==> src/hdl/cpl_cfg.svh <==
`ifndef CPL_CFG_SVH
`define CPL_CFG_SVH

// ****************************************************************
// register offsets within one unit, byte addressed
// ****************************************************************
`define CPL_OFS_PTR 4'h0
`define CPL_OFS_STAT 4'h2
`define CPL_UNIT_SHIFT 2

// ****************************************************************
// coupler_status field positions
// ****************************************************************
`define CPL_SR_SPECIAL 15
`define CPL_SR_PARITY 14
`define CPL_SR_UNUSED 13
`define CPL_SR_REFUSED 12
`define CPL_SR_NOMEM 11
`define CPL_SR_NEEDBUF 10
`define CPL_SR_ADDR17 9
`define CPL_SR_ADDR16 8
`define CPL_SR_READY 7
`define CPL_SR_OFFLINE 6

// ****************************************************************
// command packet header field positions
// ****************************************************************
`define CPL_HDR_ACK 15
`define CPL_HDR_CVC 14
`define CPL_HDR_REVERSE 13
`define CPL_HDR_SWAP 12

// ****************************************************************
// reset values and termination classes
// ****************************************************************
`define CPL_RST_DMA 16'h0000
`define CPL_RST_UPPER 2'h0
`define CPL_TC_UNRECOV 3'h6

`endif

==> src/hdl/cpl_pkg.sv <==
package cpl_pkg;

  typedef struct packed {
    logic sel;
    logic wr;
    logic rd;
    logic [1:0] be;
    logic [3:0] addr;
    logic [15:0] wdata;
  } cpl_host_req_t;

  typedef struct packed {
    logic [3:0] mode;
    logic [4:0] code;
    logic swap_bytes_flag;
    logic opposite_retry_direction;
  } cpl_hdr_t;

  typedef enum logic [1:0] {
    CPL_ST_IDLE = 2'b00,
    CPL_ST_ABORT = 2'b01,
    CPL_ST_WAIT = 2'b11
  } cpl_init_st_t;

endpackage

==> src/hdl/cpl_regs.sv <==
`timescale 1ns/10ps
`include "cpl_cfg.svh"

// Summary of operation
// - unit uses two words chosen by switches
// - word pointer write loads address and upper bits
// - word pointer write clears ready
// - fetch packet, execute when acknowledge set
// - upper byte write loads both address bytes
// - lower byte write loads address and status
// - first address reads low DMA address
// - status write clears four error/ready bits
// - status write aborts, rewinds if online, then sets ready
// - status read returns whole status word
// - special flag set on nonzero termination class
// - parity flag reported, bit 13 reads zero
// - pointer write while not ready sets refused
// - nonexistent memory access sets its flag
// - needs-buffer flag until characteristics written
// - ready when idle, offline flag tracks transport
// - termination class encodes completion kind
// - classes 101 and 111 never reported from a completion
// - packet layouts per command kind
// - header clears volume check, reverses retry
// - header swap flag swaps data bytes
// - operation from command mode and code
module cpl_regs (
  input wire logic i_clk,
  input wire logic i_rst_b,
  input cpl_pkg::cpl_host_req_t i_req,
  input wire logic [1:0] i_unit_sw,
  input wire logic i_offline_pin,
  input wire logic i_core_idle,
  input wire logic i_dma_load,
  input wire logic [17:0] i_dma_addr,
  input wire logic i_hdr_valid,
  input wire logic [15:0] i_hdr,
  input wire logic i_done,
  input wire logic [2:0] i_term_class,
  input wire logic i_parity_err,
  input wire logic i_nomem_err,
  input wire logic i_wchar_done,
  output logic [15:0] o_rdata,
  output logic o_rvalid,
  output logic o_fetch,
  output logic [17:0] o_fetch_addr,
  output logic o_abort,
  output logic o_rewind,
  output logic o_exec,
  output cpl_pkg::cpl_hdr_t o_hdr,
  output logic o_clear_vck
);
  import cpl_pkg::*;

  // ****************************************************************
  // input conditioning and address decode
  // ****************************************************************
  logic [1:0] unit_q;
  logic offline_q;
  logic [3:0] base;
  logic hit_ptr;
  logic hit_stat;
  logic ptr_word_wr;
  logic ptr_hi_wr;
  logic ptr_lo_wr;
  logic stat_wr;

  cpl_sync #(
    .W(3)
  ) u_sync (
    .i_clk(i_clk),
    .i_rst_b(i_rst_b),
    .i_async({i_unit_sw, i_offline_pin}),
    .o_sync({unit_q, offline_q})
  );

  assign base = {unit_q, 2'b00};
  assign hit_ptr = i_req.sel && (i_req.addr == (base | `CPL_OFS_PTR));
  assign hit_stat = i_req.sel && (i_req.addr == (base | `CPL_OFS_STAT));
  assign ptr_word_wr = hit_ptr && i_req.wr && (i_req.be == 2'b11);
  assign ptr_hi_wr = hit_ptr && i_req.wr && (i_req.be == 2'b10);
  assign ptr_lo_wr = hit_ptr && i_req.wr && (i_req.be == 2'b01);
  assign stat_wr = hit_stat && i_req.wr && (i_req.be != 2'b00);

  // ****************************************************************
  // DMA address and upper address bits
  // ****************************************************************
  logic [15:0] dma_q;
  logic [1:0] upper_q;

  always_ff @(posedge i_clk or negedge i_rst_b)
  begin
    if (!i_rst_b)
    begin
      dma_q <= `CPL_RST_DMA;
      upper_q <= `CPL_RST_UPPER;
    end
    else if (ptr_word_wr)
    begin
      // packets are word-quad aligned, so bits 1:0 carry address 17:16
      dma_q <= {i_req.wdata[15:2], 2'b00};
      upper_q <= i_req.wdata[1:0];
    end
    else if (ptr_hi_wr)
    begin
      dma_q <= {i_req.wdata[15:8], i_req.wdata[15:8]};
      upper_q <= i_req.wdata[9:8];
    end
    else if (ptr_lo_wr)
    begin
      dma_q[7:0] <= i_req.wdata[7:0];
    end
    else if (i_dma_load)
    begin
      dma_q <= i_dma_addr[15:0];
      upper_q <= i_dma_addr[17:16];
    end
  end

  // ****************************************************************
  // initialisation sequence
  // ****************************************************************
  cpl_init_st_t st_q;
  logic init_done;

  assign init_done = (st_q == CPL_ST_WAIT) && i_core_idle && !stat_wr;

  always_ff @(posedge i_clk or negedge i_rst_b)
  begin
    if (!i_rst_b)
    begin
      st_q <= CPL_ST_IDLE;
    end
    else if (stat_wr)
    begin
      st_q <= CPL_ST_ABORT;
    end
    else
    begin
      unique case (st_q)
        CPL_ST_IDLE: st_q <= CPL_ST_IDLE;
        CPL_ST_ABORT: st_q <= CPL_ST_WAIT;
        CPL_ST_WAIT: st_q <= i_core_idle ? CPL_ST_IDLE : CPL_ST_WAIT;
        default: st_q <= CPL_ST_IDLE;
      endcase
    end
  end

  always_ff @(posedge i_clk or negedge i_rst_b)
  begin
    if (!i_rst_b)
    begin
      o_abort <= 1'b0;
      o_rewind <= 1'b0;
    end
    else
    begin
      o_abort <= (st_q == CPL_ST_ABORT);
      o_rewind <= (st_q == CPL_ST_ABORT) && !offline_q;
    end
  end

  // ****************************************************************
  // status flags
  // ****************************************************************
  logic ready_q;
  logic parity_q;
  logic refused_q;
  logic nomem_q;
  logic needbuf_q;
  logic special_q;
  logic [2:0] tc_q;
  logic [2:0] tc_in;

  // unused codes are folded into the unrecoverable class
  assign tc_in = (i_term_class[0] && i_term_class[2]) ? `CPL_TC_UNRECOV : i_term_class;

  // ready: init completion and command end set it; set wins the clear
  always_ff @(posedge i_clk or negedge i_rst_b)
  begin
    if (!i_rst_b)
    begin
      ready_q <= 1'b0;
    end
    else if (init_done || (i_done && st_q == CPL_ST_IDLE))
    begin
      ready_q <= 1'b1;
    end
    else if (ptr_word_wr || stat_wr)
    begin
      ready_q <= 1'b0;
    end
    else if (ptr_lo_wr)
    begin
      ready_q <= i_req.wdata[`CPL_SR_READY];
    end
  end

  always_ff @(posedge i_clk or negedge i_rst_b)
  begin
    if (!i_rst_b)
    begin
      parity_q <= 1'b0;
      nomem_q <= 1'b0;
      refused_q <= 1'b0;
    end
    else
    begin
      parity_q <= i_parity_err || (parity_q && !stat_wr);
      nomem_q <= i_nomem_err || (nomem_q && !stat_wr);
      refused_q <= (ptr_word_wr && !ready_q) || (refused_q && !stat_wr);
    end
  end

  // needs-buffer flag: every init re-arms it, even alongside a characteristics end
  always_ff @(posedge i_clk or negedge i_rst_b)
  begin
    if (!i_rst_b)
    begin
      needbuf_q <= 1'b1;
    end
    else if (stat_wr)
    begin
      needbuf_q <= 1'b1;
    end
    else if (i_wchar_done)
    begin
      needbuf_q <= 1'b0;
    end
  end

  always_ff @(posedge i_clk or negedge i_rst_b)
  begin
    if (!i_rst_b)
    begin
      tc_q <= 3'h0;
      special_q <= 1'b0;
    end
    else if (i_done)
    begin
      tc_q <= tc_in;
      special_q <= (tc_in != 3'h0);
    end
    else if (ptr_lo_wr)
    begin
      tc_q <= i_req.wdata[3:1];
    end
  end

  logic [15:0] status;
  assign status = {special_q, parity_q, 1'b0, refused_q, nomem_q, needbuf_q, upper_q,
                   ready_q, offline_q, 2'b00, tc_q, 1'b0};

  // ****************************************************************
  // host read port
  // ****************************************************************
  always_ff @(posedge i_clk or negedge i_rst_b)
  begin
    if (!i_rst_b)
    begin
      o_rdata <= 16'h0000;
      o_rvalid <= 1'b0;
    end
    else
    begin
      o_rvalid <= (hit_ptr || hit_stat) && i_req.rd;
      if (hit_ptr && i_req.rd)
      begin
        o_rdata <= dma_q;
      end
      else
      begin
        o_rdata <= (hit_stat && i_req.rd) ? status : 16'h0000;
      end
    end
  end

  // ****************************************************************
  // packet fetch and header decode
  // ****************************************************************
  // a pointer write while not ready is refused and starts no fetch
  always_ff @(posedge i_clk or negedge i_rst_b)
  begin
    if (!i_rst_b)
    begin
      o_fetch <= 1'b0;
      o_fetch_addr <= 18'h00000;
    end
    else
    begin
      o_fetch <= ptr_word_wr && ready_q;
      if (ptr_word_wr)
      begin
        o_fetch_addr <= {i_req.wdata[1:0], i_req.wdata[15:2], 2'b00};
      end
    end
  end

  always_ff @(posedge i_clk or negedge i_rst_b)
  begin
    if (!i_rst_b)
    begin
      o_exec <= 1'b0;
      o_clear_vck <= 1'b0;
      o_hdr <= '0;
    end
    else
    begin
      o_exec <= i_hdr_valid && i_hdr[`CPL_HDR_ACK];
      o_clear_vck <= i_hdr_valid && i_hdr[`CPL_HDR_ACK] && i_hdr[`CPL_HDR_CVC];
      if (i_hdr_valid && i_hdr[`CPL_HDR_ACK])
      begin
        o_hdr.mode <= i_hdr[11:8];
        o_hdr.code <= i_hdr[4:0];
        o_hdr.swap_bytes_flag <= i_hdr[`CPL_HDR_SWAP];
        o_hdr.opposite_retry_direction <= i_hdr[`CPL_HDR_REVERSE];
      end
    end
  end
endmodule // cpl_regs

==> src/hdl/cpl_sync.sv <==
`timescale 1ns/10ps

module cpl_sync #(
  parameter int W = 1
) (
  input wire logic i_clk,
  input wire logic i_rst_b,
  input wire logic [W-1:0] i_async,
  output logic [W-1:0] o_sync
);

  logic [W-1:0] ff1_q;
  logic [W-1:0] ff2_q;
  logic [W-1:0] ff3_q;

  if (W < 1)
  begin : g_chk
    $error("cpl_sync: width must be at least one");
  end

  // a change is taken only once the last two stages agree
  always_ff @(posedge i_clk or negedge i_rst_b)
  begin
    if (!i_rst_b)
    begin
      ff1_q <= '0;
      ff2_q <= '0;
      ff3_q <= '0;
      o_sync <= '0;
    end
    else
    begin
      ff1_q <= i_async;
      ff2_q <= ff1_q;
      ff3_q <= ff2_q;
      for (int i = 0; i < W; i++)
      begin
        if (ff2_q[i] == ff3_q[i])
        begin
          o_sync[i] <= ff3_q[i];
        end
      end
    end
  end

endmodule // cpl_sync

==> config.mk <==
export PLATFORM = sky130hd
export DESIGN_NAME = cpl_regs
export DESIGN_NICKNAME = d
export VERILOG_FILES = /design/src/hdl/cpl_pkg.sv /design/src/hdl/cpl_regs.sv /design/src/hdl/cpl_sync.sv
export VERILOG_INCLUDE_DIRS = /design/src /design/src/hdl
export SDC_FILE = /design/constraint.sdc
export NUM_CORES = 1
export LEC_CHECK = 0
export ABC_CLOCK_PERIOD_IN_PS = 1900
export BUFFER_PORTS_ARGS = -buffer_cell sky130_fd_sc_hd__buf_2
export CORE_MARGIN = 3
export CORE_UTILIZATION = 45
export CTS_BUF_LIST = sky130_fd_sc_hd__clkbuf_2
export CTS_CLUSTER_DIAMETER = 100
export DETAILED_ROUTE_END_ITERATION = 7
export GPL_TIMING_DRIVEN = 0
export PLACE_DENSITY_LB_ADDON = 0.25
export SLEW_MARGIN = 5
export SYNTH_ARGS = -nofsm -noshare
export SYNTH_HDL_FRONTEND = slang
export SYNTH_SLANG_ARGS = --single-unit
==> constraint.sdc <==
create_clock -name i_clk -period 1.9 [get_ports i_clk]
set_input_delay 0.285 -clock i_clk [delete_from_list [all_inputs] [get_ports i_clk]]
set_output_delay 0.285 -clock i_clk [all_outputs]
set_load 0.005 [all_outputs]
==> out/metrics.yaml <==
synth_area_leaders: "dfrtp_1 (58%), mux2i_1 (6.8%), mux2_2 (5.6%)"
syn_area_um2: 3819
cts_buffer_depth: 2
crit_fanout: 10
async_flop_share_pct: 100.0
power_density_nw_per_um2: 741.7
critical_path_class: "flip-flop to flip-flop"
yosys_warnings: 0
yosysSeqAreaShare_pct: 59.01
ys_seq_elements: 90
setup_ws_ps: 22.98
final_nets: 582
clk_pin_slew_worst_paths_ps: 240
design_area_um2: 5157
drtIter0Drc: 197
rsz0062_at_grt: "true"
grt_max_degree: 54
die_w_um: 98.12
vias_per_cell: 5.070
cap_violations: 0
synth_edf_count: 0
rows: 32
drtPass1Iterations: 4
power.total_w: 0.003825
yosysTopAreaCell: "dfrtp_1"
p_comb_share_pct: 17.3
fin_skew_ps: 23.27
area_growth_pct: 35.06
syn_avg_cell_area_um2: 11.54
overflow: 0
track_usage_pct: 21.29
min_period_ps: 1877
start_util_pct: 47.93
min_period_over_period_pct: 98.79
final-setup-viol-count: 0
place_area_um2: 4561
cts_made_buffers: 9
fmax_mhz: 532.8
finalWirelength_um: 9817
p_sw_w: 0.001072
cts_tree: "yes"
synth_commonest_cells: "dfrtp_1 (89), nand2_1 (40), mux2i_1 (26), nor2_1 (26), mux2_2 (19)"
holdCritPathClass: "primary input to flip-flop"
dpl.hpwl_um: 7160
design.die.area_um2: 9628
intPower_w: 0.002753
wl_per_cell_um: 15.96
antenna_left: 0
required_ps: 2330
antenna_cells: 0
synthFlopType: "dfrtp_1"
tightest_slew_ps: 727.6
grt_first_pass_wirelength_um: 16000
cts-root-buf: "clkbuf_2"
p_leak_nw: 2.597
peakVddDrop_mv: 0.3504
port_buffers: 116
start_kind: "flip-flop"
clkPwrFrac_pct: 25.2
slew_violations: 0
grt_pass1_vias: 3263
slew_headroom_pct: 51.50
post-route-drc-count: 0
status: "complete, no violations"
swShare_pct: 28.03
synth_cell_types: 46
vias: 3118
antenna_found_initial: 0
place.gp.congestion: 0.8722
pwr-share-seq_pct: 57.5
syn_inst: 331
cp-end-kind: "flip-flop"
fill_cells: 668
synth_top_area_share_pct: 58.32
ios: 125
cts_sinks: 90
hold_viol_final: 0
core_area_um2: 7968
crit_arrival_ps: 2310
h-tree-depth: 3
drive_gt1_share_pct: 34.89
die_h_um: 98.12
dp_slack_ps: -153.0
clk-insertion-delay-late_ps: 540
yosysMostFrequentCell: "dfrtp_1"
-- through the flow --
stage          std cells  util, %  hold WS [ps]  TNS [ps]
5_1_grt              615    64.73       -0.4004    -537.6
3_5_place_dp         551    57.24         293.7    -291.8
3_3_place_gp         550    56.86         333.9    -19730
6_report             615    64.73         31.82         0
2_1_floorplan        332        -        -10.59         0
4_1_cts              609    64.13        0.7909         0
-- state kept, by name, indices dropped and copies added (netlist names), 11 cells and up --
signal        count
dma_q            16
o_fetch_addr     16
o_hdr            11
o_rdata          16
-- worst max-delay path, cell delays in order (launching register included) --
cell,delay [ps]
dfrtp_1,470
xnor2_1,220
nand4_1,260
buf_2,280
o32a_1,340
o211ai_1,100
nand3_1,100
-- area by class of cell --
class / count / area [um2] / share of cell area, %
plain buffers: 19 / 112.6 / 2.183
clock buffers: 10 / 50.05 / 0.9704
clock inverters: 6 / 66.31 / 1.286
inverters: 10 / 37.54 / 0.7278
multi-input cells: 213 / 1434 / 27.80
flip-flops and latches: 90 / 2253 / 43.69
well taps: 102 / 127.6 / 2.475
repair buffers: 165 / 1076 / 20.86
-- routing by layer --
layer  vias up  share of wire [%]  track usage [%]
met5         -                  0                0
met1      1491                 44            27.64
met4         0                2.3            8.094
li1       1495                  -                -
met2       112                 49            34.82
met3        20                5.5            5.000
-- power by group through the flow --
stage                     logic (W)  registers (W)  clock network [W]
final                      0.000663        0.00220           0.000963
after global routing       0.000738        0.00223            0.00107
after CTS                  0.000665        0.00220           0.000994
after detailed placement   0.000591        0.00224                  0
after global placement     0.000565        0.00223                  0
after floorplan            0.000283        0.00223                  0
-- cells in the final DEF, fill, tap and decap left out, types with 2 or more instances in the layout --
master         Yosys  routed
clkinvlp_4         0       3
buf_4              3      10
nor2b_1            6       6
xnor2_1            2       2
clkbuf_1           9       7
and4_1             2       2
and2_1             7       7
inv_1             10      10
nor2_1            26      26
o32a_1             3       3
nand3b_1           3       3
nand4_1            5       5
xor2_1             2       2
o21ai_0           15      15
and3_1             4       4
mux2_2            19      19
nand2b_1           2       2
nand3_1            4       4
buf_2              4     119
mux2i_1           26      26
o31ai_1            2       2
maj3_1             3       3
dlygate4sd3_1      0      42
a21oi_1           11      11
conb_1             1       2
a21o_1             2       2
a31oi_1            2       2
clkbuf_2           0      12
buf_6              3       3
o211ai_1           6       6
nand2_1           40      40
nor3_1             3       2
dfrtp_1           89      89
a32oi_1            2       2
-- cell families (layout without fill, tap and decap cells) --
logic type	count (synthesis)	in the layout	synth area share, %
other	1	2	0.09820
flip-flops	90	90	59.01
AND/OR/NAND/NOR	107	107	13.79
buffers and inverters	29	210	3.866
adder cells (fa/ha/maj)	3	3	0.7864
multiplexers	46	46	12.81
XOR/XNOR	4	4	0.9176
AO/OA/AOI/OAI	51	51	8.716
-- repair_timing --
action | CTS | global route
endpoints found under the setup margin | 8 | 27
hold endpoints to repair | 83 | 0
pin swaps | 0 | 4
gates resized for setup | 2 | 4
hold buffers | 42 | 0
buffers inserted | 0 | 6
-- worst paths after layout --
path                                   from                to  slack (ps)  depth (start not counted)
min reg2reg                 u_sync.ff1_q[2]   u_sync.ff2_q[2]         380                          0
min in group asynchronous           i_rst_b  o_fetch_addr[10]         190                          2
min                                i_req[9]   o_fetch_addr[9]          30                          2
max                        u_sync.o_sync[1]          dma_q[5]          20                          6
max in group asynchronous           i_rst_b         needbuf_q        1020                          3
max reg2reg                u_sync.o_sync[1]          dma_q[5]          20                          6
Note: power is estimated with default switching activity, not from simulation.
